[config.mk]
export PLATFORM = sky130hd
export DESIGN_NAME = serial_comm_unit
export DESIGN_NICKNAME = d
export VERILOG_FILES = /design/src/core/serial_comm_pkg.sv /design/src/core/serial_fifo.sv /design/src/core/serial_comm_unit.sv
export SDC_FILE = /design/constraint.sdc
export NUM_CORES = 1
export LEC_CHECK = 0
export ABC_AREA = 1
export BUFFER_PORTS_ARGS = -buffer_cell sky130_fd_sc_hd__buf_2
export CAP_MARGIN = 25
export CORE_UTILIZATION = 40
export CTS_BUF_LIST = sky130_fd_sc_hd__clkbuf_4
export CTS_CLUSTER_SIZE = 24
export DETAILED_ROUTE_END_ITERATION = 16
export PLACE_DENSITY_LB_ADDON = 0.05
export SYNTH_ARGS = -nofsm -noshare
export SYNTH_HDL_FRONTEND = slang
export SYNTH_HIERARCHICAL = 1
export SYNTH_SLANG_ARGS = --single-unit
[constraint.sdc]
create_clock -name core_clk -period 4.95 [get_ports core_clk]
set_input_delay 1.2375 -clock core_clk [delete_from_list [all_inputs] [get_ports core_clk]]
set_output_delay 1.2375 -clock core_clk [all_outputs]
set_load 0.01 [all_outputs]
[src/core/serial_comm_pkg.sv]
// Constants shared by the serial communication unit.
package serial_comm_pkg;
    localparam int          OVERSAMPLE      = 16;
    localparam int          HALF_BIT        = 8;
    localparam int          DATA_BITS       = 8;
    localparam int          DEFAULT_BAUD_DIV = 16;
    localparam int          FIFO_DEPTH      = 16;
    localparam logic [7:0]  BYTE_ZERO       = 8'h00;
    localparam logic [3:0]  CNT_ZERO        = 4'h0;
    localparam logic [3:0]  CNT_LAST        = 4'hF;
    localparam logic [3:0]  CNT_MID         = 4'h7;

    typedef enum logic [3:0] {
        RX_IDLE   = 4'b0001,
        RX_START  = 4'b0010,
        RX_DATA   = 4'b0100,
        RX_STOP   = 4'b1000
    } rx_state_t;

    typedef enum logic [2:0] {
        TX_IDLE   = 3'b001,
        TX_START  = 3'b010,
        TX_SHIFT  = 3'b100
    } tx_state_t;
endpackage : serial_comm_pkg

[src/core/serial_fifo.sv]
// Parameterised valid/ready FIFO for transmit bytes.
`timescale 1ns/1ps
`default_nettype none
module serial_fifo #(
    parameter int WIDTH = 8,
    parameter int DEPTH = 16
) (
    input  wire logic             core_clk,
    input  wire logic             rst_n,
    input  wire logic             in_valid,
    output logic                  in_ready,
    input  wire logic [WIDTH-1:0] in_data,
    output logic                  out_valid,
    input  wire logic             out_ready,
    output logic      [WIDTH-1:0] out_data
);
    localparam int AW = $clog2(DEPTH);
    logic [WIDTH-1:0] mem_q [DEPTH];
    logic [AW-1:0]    wr_q;
    logic [AW-1:0]    rd_q;
    logic [AW:0]      cnt_q;
    logic             push;
    logic             pop;

    assign in_ready  = (cnt_q != (AW+1)'(DEPTH));
    assign out_valid = (cnt_q != '0);
    assign out_data  = mem_q[rd_q];
    assign push      = in_valid && in_ready;
    assign pop       = out_valid && out_ready;

    always_ff @(posedge core_clk)
    begin
        if (push)
        begin
            mem_q[wr_q] <= in_data;
        end
    end

    always_ff @(posedge core_clk or negedge rst_n)
    begin
        if (!rst_n)
        begin
            wr_q  <= '0;
            rd_q  <= '0;
            cnt_q <= '0;
        end
        else
        begin
            if (push)
            begin
                wr_q <= (wr_q == AW'(DEPTH - 1)) ? '0 : wr_q + 1'b1;
            end
            if (pop)
            begin
                rd_q <= (rd_q == AW'(DEPTH - 1)) ? '0 : rd_q + 1'b1;
            end
            cnt_q <= cnt_q + (AW+1)'(push) - (AW+1)'(pop);
        end
    end
endmodule : serial_fifo
`default_nettype wire

[src/core/serial_comm_unit.sv]
// Asynchronous serial unit with receive error handling and four interrupt lines.
`timescale 1ns/1ps
`default_nettype none
// Functional notes
// Four interrupt sources gated by three enable bits; rx error and rx end share one.
// Each source drives its own request line.
// Receive-error request is OR of overrun, framing and parity flags.
// Priority fixed: rx error, rx end, tx empty, tx end.
// Tx-empty means writable; tx-end means transmission stopped.
// Transmit writes always accepted; early write overwrites pending byte.
// Software checks buffer-empty before writing a new byte.
// Overrun sets overrun flag, keeps rx-full, does not copy shift register.
// Framing/parity without overrun copies byte, sets flags, rx-full stays zero.
// Coincident errors set all matching flags together.
// Line held low gives framing error and zero data byte.
// Reception continues during a break, so errors recur.
// Receive sampling clock runs at sixteen times baud rate.
// Start edge found by sampling on oversampling falling edge.
// Every bit sampled once at its centre on rising edge.
// Any error flag blocks transmit and receive; rx-full stays clear.
// Rx-full with enable requests rx end; overrun requests rx error.
// Byte moved to shift register sets buffer-empty and may request.
// Buffer empty at last data bit sets tx-end and may request.
// Requests are levels: flag and enable both one.
module serial_comm_unit #(
    parameter int BAUD_DIV   = serial_comm_pkg::DEFAULT_BAUD_DIV,
    parameter int FIFO_DEPTH = serial_comm_pkg::FIFO_DEPTH
) (
    input  wire logic       core_clk,
    input  wire logic       rst_n,
    input  wire logic       rx_pin,
    output logic            tx_pin,
    input  wire logic       tx_enable,
    input  wire logic       rx_enable,
    input  wire logic       parity_en,
    input  wire logic       parity_odd,
    input  wire logic       tx_empty_irq_en,
    input  wire logic       rx_irq_en,
    input  wire logic       tx_end_irq_en,
    input  wire logic       tx_write,
    input  wire logic [7:0] tx_wdata,
    input  wire logic       rx_read,
    input  wire logic       rx_full_clr,
    input  wire logic       overrun_clr,
    input  wire logic       framing_clr,
    input  wire logic       parity_clr,
    output logic            tx_buf_empty_flag,
    output logic            tx_end_flag,
    output logic            rx_full_flag,
    output logic            overrun_flag,
    output logic            framing_err_flag,
    output logic            parity_err_flag,
    output logic [7:0]      rx_data_reg,
    output logic            rx_error_irq,
    output logic            rx_full_irq,
    output logic            tx_empty_irq,
    output logic            tx_end_irq,
    output logic [1:0]      irq_top_id,
    output logic            irq_any
);
    logic                     rx_s1_q;
    logic                     rx_s2_q;
    logic [15:0]              div_q;
    logic                     os_rise;
    logic                     os_fall;
    serial_comm_pkg::rx_state_t rx_st_q;
    logic [3:0]               rx_ph_q;
    logic [3:0]               rx_bit_q;
    logic [7:0]               rx_shift_reg;
    logic                     rx_par_q;
    logic                     frame_done;
    logic                     stop_bad;
    logic                     par_bad;
    logic                     err_any;
    serial_comm_pkg::tx_state_t tx_st_q;
    logic [3:0]               tx_ph_q;
    logic [3:0]               tx_bit_q;
    logic [7:0]               tx_shift_reg;
    logic                     tx_par_q;
    logic                     tx_load;
    logic                     fifo_valid;
    logic [7:0]               fifo_data;
    logic [7:0]               tx_data_reg;
    logic                     bit_tick;

    // Oversampling clock: low half then high half of each sixteenth bit.
    // sixteen ticks per bit
    always_ff @(posedge core_clk or negedge rst_n)
    begin
        if (!rst_n)
        begin
            div_q <= '0;
        end
        else
        begin
            div_q <= (div_q == 16'(BAUD_DIV / serial_comm_pkg::OVERSAMPLE - 1)) ? '0 : div_q + 1'b1;
        end
    end
    assign os_rise = (div_q == 16'(BAUD_DIV / serial_comm_pkg::OVERSAMPLE - 1));
    assign os_fall = (div_q == '0);

    always_ff @(posedge core_clk or negedge rst_n)
    begin
        if (!rst_n)
        begin
            rx_s1_q <= 1'b1;
            rx_s2_q <= 1'b1;
        end
        else
        begin
            rx_s1_q <= rx_pin;
            rx_s2_q <= rx_s1_q;
        end
    end

    // errors freeze both directions
    assign err_any = overrun_flag | framing_err_flag | parity_err_flag;

    // Transmit byte buffer; its ready is not exposed because writes always land.
    serial_fifo #(
        .WIDTH (8),
        .DEPTH (FIFO_DEPTH)
    ) u_fifo (
        .core_clk  (core_clk),
        .rst_n     (rst_n),
        .in_valid  (tx_write),
        .in_ready  (),
        .in_data   (tx_wdata),
        .out_valid (fifo_valid),
        .out_ready (tx_load),
        .out_data  (fifo_data)
    );

    // latest write overwrites the pending byte
    always_ff @(posedge core_clk or negedge rst_n)
    begin
        if (!rst_n)
        begin
            tx_data_reg <= serial_comm_pkg::BYTE_ZERO;
        end
        else if (fifo_valid)
        begin
            tx_data_reg <= fifo_data;
        end
    end

    assign tx_load  = fifo_valid;
    assign bit_tick = os_rise && (tx_ph_q == serial_comm_pkg::CNT_LAST);

    always_ff @(posedge core_clk or negedge rst_n)
    begin
        if (!rst_n)
        begin
            tx_st_q      <= serial_comm_pkg::TX_IDLE;
            tx_ph_q      <= serial_comm_pkg::CNT_ZERO;
            tx_bit_q     <= serial_comm_pkg::CNT_ZERO;
            tx_shift_reg <= serial_comm_pkg::BYTE_ZERO;
            tx_par_q     <= 1'b0;
            tx_pin       <= 1'b1;
        end
        else
        begin
            if (os_rise)
            begin
                tx_ph_q <= tx_ph_q + 1'b1;
            end
            unique case (tx_st_q)
                serial_comm_pkg::TX_IDLE:
                begin
                    tx_pin <= 1'b1;
                    if (tx_enable && !err_any && !tx_buf_empty_flag && bit_tick)
                    begin
                        tx_shift_reg <= tx_data_reg;
                        tx_par_q     <= parity_odd;
                        tx_st_q      <= serial_comm_pkg::TX_START;
                        tx_pin       <= 1'b0;
                    end
                end
                serial_comm_pkg::TX_START:
                begin
                    if (bit_tick)
                    begin
                        tx_pin   <= tx_shift_reg[0];
                        tx_par_q <= tx_par_q ^ tx_shift_reg[0];
                        tx_bit_q <= 4'(serial_comm_pkg::DATA_BITS);
                        tx_st_q  <= serial_comm_pkg::TX_SHIFT;
                    end
                end
                serial_comm_pkg::TX_SHIFT:
                begin
                    if (bit_tick)
                    begin
                        tx_shift_reg <= {1'b0, tx_shift_reg[7:1]};
                        tx_bit_q     <= tx_bit_q - 1'b1;
                        if (tx_bit_q > 4'h1)
                        begin
                            tx_pin   <= tx_shift_reg[1];
                            tx_par_q <= tx_par_q ^ tx_shift_reg[1];
                        end
                        else if (tx_bit_q == 4'h1 && parity_en)
                        begin
                            tx_pin <= tx_par_q;
                        end
                        else
                        begin
                            tx_pin  <= 1'b1;
                            tx_st_q <= serial_comm_pkg::TX_IDLE;
                        end
                    end
                end
                default:
                begin
                    tx_st_q <= serial_comm_pkg::TX_IDLE;
                end
            endcase
        end
    end

    // buffer-empty set when the byte reaches the shift register
    // a new byte clears it without any check
    always_ff @(posedge core_clk or negedge rst_n)
    begin
        if (!rst_n)
        begin
            tx_buf_empty_flag <= 1'b1;
        end
        else if (tx_st_q == serial_comm_pkg::TX_IDLE && tx_enable && !err_any
                 && !tx_buf_empty_flag && bit_tick)
        begin
            tx_buf_empty_flag <= 1'b1;
        end
        else if (fifo_valid)
        begin
            tx_buf_empty_flag <= 1'b0;
        end
    end

    // tx-end set at last bit when nothing is waiting
    always_ff @(posedge core_clk or negedge rst_n)
    begin
        if (!rst_n)
        begin
            tx_end_flag <= 1'b1;
        end
        else if (tx_st_q == serial_comm_pkg::TX_SHIFT && bit_tick
                 && tx_bit_q == 4'h1 && tx_buf_empty_flag)
        begin
            tx_end_flag <= 1'b1;
        end
        else if (tx_st_q == serial_comm_pkg::TX_START)
        begin
            tx_end_flag <= 1'b0;
        end
    end

    // start edge checked on oversampling falling edge
    // bits sampled at phase seven on rising edge
    always_ff @(posedge core_clk or negedge rst_n)
    begin
        if (!rst_n)
        begin
            rx_st_q      <= serial_comm_pkg::RX_IDLE;
            rx_ph_q      <= serial_comm_pkg::CNT_ZERO;
            rx_bit_q     <= serial_comm_pkg::CNT_ZERO;
            rx_shift_reg <= serial_comm_pkg::BYTE_ZERO;
            rx_par_q     <= 1'b0;
        end
        else
        begin
            if (os_rise)
            begin
                rx_ph_q <= rx_ph_q + 1'b1;
            end
            unique case (rx_st_q)
                serial_comm_pkg::RX_IDLE:
                begin
                    // receiver keeps running through a break
                    if (rx_enable && !err_any && os_fall && !rx_s2_q)
                    begin
                        rx_ph_q <= serial_comm_pkg::CNT_ZERO;
                        rx_st_q <= serial_comm_pkg::RX_START;
                    end
                end
                serial_comm_pkg::RX_START:
                begin
                    if (os_rise && rx_ph_q == serial_comm_pkg::CNT_MID)
                    begin
                        rx_st_q  <= rx_s2_q ? serial_comm_pkg::RX_IDLE
                                            : serial_comm_pkg::RX_DATA;
                        rx_bit_q <= 4'(serial_comm_pkg::DATA_BITS);
                        rx_par_q <= parity_odd;
                    end
                end
                serial_comm_pkg::RX_DATA:
                begin
                    if (os_rise && rx_ph_q == serial_comm_pkg::CNT_MID)
                    begin
                        rx_bit_q <= rx_bit_q - 1'b1;
                        rx_par_q <= rx_par_q ^ rx_s2_q;
                        if (rx_bit_q != 4'h0)
                        begin
                            rx_shift_reg <= {rx_s2_q, rx_shift_reg[7:1]};
                        end
                        if (rx_bit_q == 4'h1 && !parity_en || rx_bit_q == 4'h0)
                        begin
                            rx_st_q <= serial_comm_pkg::RX_STOP;
                        end
                    end
                end
                serial_comm_pkg::RX_STOP:
                begin
                    if (os_rise && rx_ph_q == serial_comm_pkg::CNT_MID)
                    begin
                        rx_st_q <= serial_comm_pkg::RX_IDLE;
                    end
                end
                default:
                begin
                    rx_st_q <= serial_comm_pkg::RX_IDLE;
                end
            endcase
        end
    end

    assign frame_done = (rx_st_q == serial_comm_pkg::RX_STOP) && os_rise
                        && (rx_ph_q == serial_comm_pkg::CNT_MID);
    // a low stop bit is a framing error
    assign stop_bad   = !rx_s2_q;
    assign par_bad    = parity_en && rx_par_q;

    // overrun keeps the old byte and rx-full
    // other errors still copy the byte
    // break data copied as zero byte
    always_ff @(posedge core_clk or negedge rst_n)
    begin
        if (!rst_n)
        begin
            rx_data_reg <= serial_comm_pkg::BYTE_ZERO;
        end
        else if (frame_done && !rx_full_flag)
        begin
            rx_data_reg <= rx_shift_reg;
        end
    end

    // rx-full only on a clean frame; set beats clear
    always_ff @(posedge core_clk or negedge rst_n)
    begin
        if (!rst_n)
        begin
            rx_full_flag <= 1'b0;
        end
        else if (frame_done && !rx_full_flag && !stop_bad && !par_bad)
        begin
            rx_full_flag <= 1'b1;
        end
        else if (rx_full_clr || rx_read)
        begin
            rx_full_flag <= 1'b0;
        end
    end

    // all coincident error flags set together; set beats clear
    always_ff @(posedge core_clk or negedge rst_n)
    begin
        if (!rst_n)
        begin
            overrun_flag     <= 1'b0;
            framing_err_flag <= 1'b0;
            parity_err_flag  <= 1'b0;
        end
        else
        begin
            overrun_flag     <= (frame_done && rx_full_flag) || (overrun_flag && !overrun_clr);
            framing_err_flag <= (frame_done && stop_bad) || (framing_err_flag && !framing_clr);
            parity_err_flag  <= (frame_done && par_bad) || (parity_err_flag && !parity_clr);
        end
    end

    // level requests from flag and enable
    // each source gated by its enable
    // one line per source
    // error request ORs three flags
    // rx end and overrun both use the receive enable
    // tx-empty and tx-end follow their flags
    always_ff @(posedge core_clk or negedge rst_n)
    begin
        if (!rst_n)
        begin
            rx_error_irq <= 1'b0;
            rx_full_irq  <= 1'b0;
            tx_empty_irq <= 1'b0;
            tx_end_irq   <= 1'b0;
        end
        else
        begin
            rx_error_irq <= rx_irq_en && err_any;
            rx_full_irq  <= rx_irq_en && rx_full_flag;
            tx_empty_irq <= tx_empty_irq_en && tx_buf_empty_flag;
            tx_end_irq   <= tx_end_irq_en && tx_end_flag;
        end
    end

    // highest pending source encoded, 0 is rx error
    always_ff @(posedge core_clk or negedge rst_n)
    begin
        if (!rst_n)
        begin
            irq_top_id <= 2'h0;
            irq_any    <= 1'b0;
        end
        else
        begin
            irq_any    <= rx_error_irq | rx_full_irq | tx_empty_irq | tx_end_irq;
            irq_top_id <= rx_error_irq ? 2'h0 : rx_full_irq ? 2'h1 : tx_empty_irq ? 2'h2 : 2'h3;
        end
    end
endmodule : serial_comm_unit
`default_nettype wire

=== Word-level counts from Yosys, hierarchy flattened ===
Memory sizes are Yosys's and may differ from the RTL's. A register that Yosys moved wholly into a read port is not among the register bits.
Cells that the tools add are included.

* Memories kept: 1
* Register bits after elaboration: 94
* Latch bits: 0
* Input port bits: 24
* Memory bits (read-only): 0
* Memory bits (writable): 128
* Output and inout port bits: 22

* Shift-type cells: 0
* Multipliers: 0
* $lt $le $gt $ge: 1
* Bitwise operators: 8
* Div/mod/pow operators: 0
* Equal/unequal tests: 25
* Multiplexer cells: 53
* Reduce and logical (&&, ||, !) cells: 68
* Add/subtract/negate cells: 9

{| class="wikitable"
|+ Memories
! name !! depth !! bits a word !! read ports !! clocked after memory_dff !! wr ports !! line !! text
|-
| u_fifo.mem_q || 16 || 8 || 1 || 1 || 1 || serial_fifo.sv:18 || <nowiki>logic [WIDTH-1:0] mem_q [DEPTH];</nowiki>
|}

{| class="wikitable"
|+ Operator list
! cell !! count
|-
| two-way mux 4 bit || 14
|-
| logical AND 1 bit || 34
|-
| inequality test 2 bit, second input constant || 11
|-
| two-way mux 1 bit || 20
|-
| two-way mux 3 bit || 6
|-
| adder 16 x 1 -> 16 bit, second input constant || 1
|-
| adder 4 x 1 -> 4 bit, second input constant || 4
|-
| equality test 4 bit, second input constant || 4
|-
| zero test 16 bit || 1
|-
| two-way mux 16 bit || 1
|-
| two-way mux 8 bit || 2
|-
| case mux 4 bit (2 select lines) || 2
|-
| case mux 4 bit (4 select lines) || 1
|-
| case mux 8 bit (2 select lines) || 1
|-
| AND reduction 3 bit || 5
|-
| AND reduction 5 bit || 3
|-
| equality test 4 x 1 -> 1 bit, second input constant || 3
|-
| nonzero test 2 bit || 6
|-
| zero test 1 bit || 10
|-
| case mux 3 bit (3 select lines) || 1
|-
| equality test 4 x 3 -> 1 bit, second input constant || 2
|-
| subtractor 4 x 1 -> 4 bit, second input constant || 2
|-
| case mux 1 bit (3 select lines) || 2
|-
| adder 5 x 1 -> 5 bit || 1
|-
| other kinds (16) || 27
|}

=== Longest topological paths before layout ===
* Depth in word-level cells: 8
* Depth in mapped cells: 15

=== Hierarchy ===
Netlist, hierarchy kept.

{| class="wikitable"
|+ By module, submodules not included
! module !! area each (sq um) !! instances !! sequential area each (sq um) !! cells an instance
|-
| serial_fifo || 6239.7 || 1 || 4169.0 || 614
|-
| serial_comm_unit || 4344.2 || 1 || 2235.9 || 521
|}

=== Least setup slack after synthesis ===
No wires, ideal clock.

* Kind: input port to flip-flop
* From: input port tx_write
* To: register u_fifo.cnt_q[4]
* Buffers on the path: 0
* Data arrival time: 2.575 ns
* Stages: 10
* Slack: 2.257 ns
* Cells stage by stage: nand2_2 ha_1 inv_1 ha_1 inv_1 fa_1 o21ai_0 nand2_1 nand3b_1 nand2_1

* Cells in the longest elaborated chain, start to end: 3

{| class="wikitable"
|+ Ends and longest elaborated chain
! element !! line !! text
|-
| from (decl) || serial_comm_unit.sv:40 || <nowiki>input wire logic tx_write,</nowiki>
|-
| logical AND 1 bit || serial_fifo.sv:28 || <nowiki>assign push = in_valid && in_ready;</nowiki>
|-
| adder 5 x 1 -> 5 bit || serial_fifo.sv:57 || <nowiki>cnt_q <= cnt_q + (AW+1)'(push) - (AW+1)'(pop);</nowiki>
|-
| subtractor 5 x 1 -> 5 bit || serial_fifo.sv:57 ||
|-
| to (signal assigned) || serial_fifo.sv:57 ||
|-
| to (decl) || serial_fifo.sv:21 || <nowiki>logic [AW:0] cnt_q;</nowiki>
|}

Every way passes these cells.
A chain may end at the register's enable or synchronous reset.

=== Worst setup path after layout ===
* From: register u_fifo.cnt_q[3]
* To: register u_fifo.cnt_q[4]

{| class="wikitable"
|+ RTL lines
! element !! line !! text
|-
| nonzero test 5 bit || serial_fifo.sv:26 || <nowiki>assign out_valid = (cnt_q != '0);</nowiki>
|-
| net fifo_valid || serial_comm_unit.sv:81 || <nowiki>logic fifo_valid;</nowiki>
|-
| subtractor 5 x 1 -> 5 bit || serial_fifo.sv:57 ||
|}

The timed path passes the listed nets, and every way through them passes these cells.

==> reports/qor.csv <==
stage,metric,value,unit
global_routing,largest net degree at the start of global routing,48,
worst_setup_path,Worst Path Required,5520,ps
clock_tree,Max clock buf depth,3,
placed_design,placed inst area,11100,um2
final_layout,fill count,2533,
worst_setup_path,"Cell Chain, Critical Path",inv_1 -> ha_1 -> nand3b_1 -> nand2_1 -> inv_1 -> ha_1 -> inv_1 -> ha_1 -> inv_1 -> fa_1 -> o21ai_0 -> nand2_1 -> nand3b_1 -> nand2_1,
clock_tree,CTS tree,yes,
synth,Post-synth ARST share,44.3,%
synth,"Top FF cell, synth",edfxtp_1,
die,Starting Density,40.7,%
route,Post-DRT Antenna Nets,0,
worst_setup_path,critical path launch point type,flip-flop,
synth,library cells used by synthesis,41,
power_and_ir_drop,Max VDD drop,0.000234,V
die,I/O pin count,46,
final_layout,Largest regs,"u_fifo/mem_q: 128 flops, div_q: 16 flops",
clock_tree,CTS Buf Count,60,
power_and_ir_drop,Gate power share,28.5,%
route,DR vias,7452,
power_and_ir_drop,clock power share,28.3,%
die,placement row count,59,
global_routing,most used routing layer,met2,
global_routing,met2 GRT Util,31.8,%
clock_tree,"Clk Latency, worst-skew pair",700,ps
worst_setup_path,Critical Path Sink Type,flip-flop,
worst_setup_path,FF-to-FF setup slack,1930,ps
timing,clk_skew,38.7,ps
synth,Post-Syn Instances,1135,
placed_design,HPWL after DPL,15.7,mm
global_routing,vias in the first global route,7435,
route,Vias/cell,4.66,
worst_setup_path,CP startpoint,u_fifo/cnt_q[3]$_DFF_PN0_,
timing,Post-Route Setup TNS,0,ps
clock_tree,clk sinks,230,
power_and_ir_drop,Reg power frac,43.1,%
synth,number of synthesized flops with an enable pin,128,
synth,syn nets,1180,
status,status,"finished, final reports clean",
global_routing,met1 Use GR,22.1,%
power_and_ir_drop,Leak,5.59,nW
worst_setup_path,CP max-delay cell,nand3b_1,
final_layout,NumNets Final,1265,
route,DRC errors left,0,
global_routing,global-route wire length before repair,37.9,mm
synth,synthesized flop and latch total,230,
worst_setup_path,Worst EP arrival,3590,ps
worst_setup_path,worst setup path endpoint,u_fifo/cnt_q[4]$_DFF_PN0_,
final_layout,Post-Layout Inst Area,11900,um2
timing,Slew HR,36.7,%
worst_setup_path,cell mode on critical path,inv_1,
timing,Pins Over Slew Limit,0,
worst_setup_path,Crit Reg-Reg Endpoint,u_fifo/cnt_q[4]$_DFF_PN0_,
final_layout,"commonest non-fill, non-tap cell in the layout",nand2_1,
final_layout,Area Overhead vs Synth,12.4,%
die,Die Y,165,um
hold_path,Hold Crit Class,reg2reg,
final_layout,Finished Layout Cells,1600,
die,die width,165,um
global_routing,GR Util met3,3.57,%
clock_tree,"Reg clk slew, reported paths",60,ps
timing,RSZ-0062 raised after global routing,false,
placed_design,port bufs,45,
worst_setup_path,Reg-to-Reg Start,u_fifo/cnt_q[3]$_DFF_PN0_,
placed_design,dpl cells,1493,
worst_setup_path,peak per-stage delay on the critical path,450,ps
power_and_ir_drop,Int Pwr,0.00379,W
timing,number of setup violations in the final report,0,
route,drt pass-1 iters,5,
placed_design,Final GP Congestion,0.792,
power_and_ir_drop,total power,0.00595,W
final_layout,max reg flops,128,
worst_setup_path,CP max FO,19,
timing,Hold Fails Final Rpt,0,
synth,Post-Syn Area per Cell,9.33,um2
worst_setup_path,R2R depth,14,
clock_tree,clock root buffer,clkbuf_4,
synth,"Seq/Total Area, Yosys",60.5,%
final_layout,"commonest cells after routing, fill and taps aside","nand2_1 (356), inv_1 (154), edfxtp_1 (128), nor2_1 (106), nand3_1 (105)",
route,DRT Wirelength,23.7,mm
final_layout,layout cells sized above 1,14.9,%
timing,Period minus WS final,3020,ps
clock_tree,post-CTS setup buffers,0,
timing,hold slack,352,ps
power_and_ir_drop,sw frac,36.2,%
timing,Max Freq,0.331,GHz
timing,Slew @ Worst Pin,949,ps
power_and_ir_drop,Net Sw Power,0.00215,W
global_routing,gr usage total,18.3,%
route,routed len/inst,14.8,um
final_layout,Biggest register,u_fifo/mem_q,
route,1st-iter DRT viols,437,
timing,Final Cycle Share,61.1,%
clock_tree,H-Tree Depth,2,
die,core area,26000,um2
die,die area,27100,um2
synth,Ys Warns,6,
power_and_ir_drop,pwr dens,500,nW/um2
global_routing,initial antenna violation count,1,
clock_tree,hold buffers post-CTS,0,
clock_tree,cts repair resizes,0,
job,max cap viols,0,
worst_setup_path,WS Path Type,reg2reg,
global_routing,gr ovfl total,0,
synth,Mapped Area,10600,um2
stage by stage:
stage	setup slack, ps	utilization, %
3_3_place_gp	1990	42.7
5_1_grt	1610	45.8
3_5_place_dp	1910	42.7
2_1_floorplan	2260	-
6_report	1930	45.8
4_1_cts	1860	45.8
cell type report:
cell class / instances / area (um2) / share of cell area, %
Sequential cell: 230 / 6410 / 53.9
Timing Repair Buffer: 49 / 258 / 2.17
Multi-Input combinational cell: 717 / 3410 / 28.6
Clock buffer: 97 / 728 / 6.12
Inverter: 162 / 616 / 5.18
Tap cell: 335 / 419 / 3.52
Antenna cell: 1 / 2.50 / 0.0210
Clock inverter: 9 / 60.1 / 0.505
cell families after synthesis:
family                     Yosys count  synth area share, %
AOI/OAI and AO/OA                   70                 3.71
xor gates and xnor gates            19                 1.57
adders and majority gates           21                 2.55
buffers and inverters              188                 7.31
DFF                                230                 60.5
and+or+nand+nor                    607                 24.3
power by group through the flow:
stage / clock network [W] / registers [W] / logic (W)
after global routing: 0.00184 / 0.00261 / 0.00197
final: 0.00168 / 0.00257 / 0.00170
after global placement: 0 / 0.00260 / 0.00171
after detailed placement: 0 / 0.00260 / 0.00172
after CTS: 0.00175 / 0.00257 / 0.00173
after floorplan: 0 / 0.00247 / 0.00136
Yosys cell counts (6+ instances only):
cell / n / area, um2
edfxtp_1: 128 / 3840
o21ai_2: 7 / 61.3
nor2_1: 106 / 398
buf_2: 15 / 75.1
dfrtp_1: 95 / 2380
nand2_1: 356 / 1340
dfstp_2: 7 / 184
o22ai_1: 6 / 37.5
o21ai_0: 49 / 245
nand3_1: 105 / 526
xor2_1: 16 / 140
inv_1: 154 / 578
ha_1: 20 / 250
nand4_1: 9 / 56.3
per-layer routing:
| layer | wire length [um] | vias up |
|---|---|---|
| met2 | 11700 | 130 |
| met4 | 554 | 0 |
| met1 | 10600 | 3435 |
| met3 | 880 | 42 |
| li1 | - | 3845 |
| met5 | 0 | - |
critical path, delay by kind of cell (launching register included):
kind | cells | cell delay, ps
and+or+nand+nor | 5 | 1010
adders and majority gates | 4 | 990
DFF | 1 | 390
buffers and inverters | 4 | 320
AOI/OAI and AO/OA | 1 | 190
worst min-delay path by stage:
stage                           start                end  slack [ps]  cells past startpoint
floorplan           rx_s1_q$_DFF_PN1_  rx_s2_q$_DFF_PN1_         350                      0
global placement    rx_s1_q$_DFF_PN1_  rx_s2_q$_DFF_PN1_         350                      0
detailed placement  rx_s1_q$_DFF_PN1_  rx_s2_q$_DFF_PN1_         350                      0
CTS                 rx_s1_q$_DFF_PN1_  rx_s2_q$_DFF_PN1_         360                      0
global route        rx_s1_q$_DFF_PN1_  rx_s2_q$_DFF_PN1_         360                      0
finish              rx_s1_q$_DFF_PN1_  rx_s2_q$_DFF_PN1_         350                      0
(Power assumes the default switching activity.)
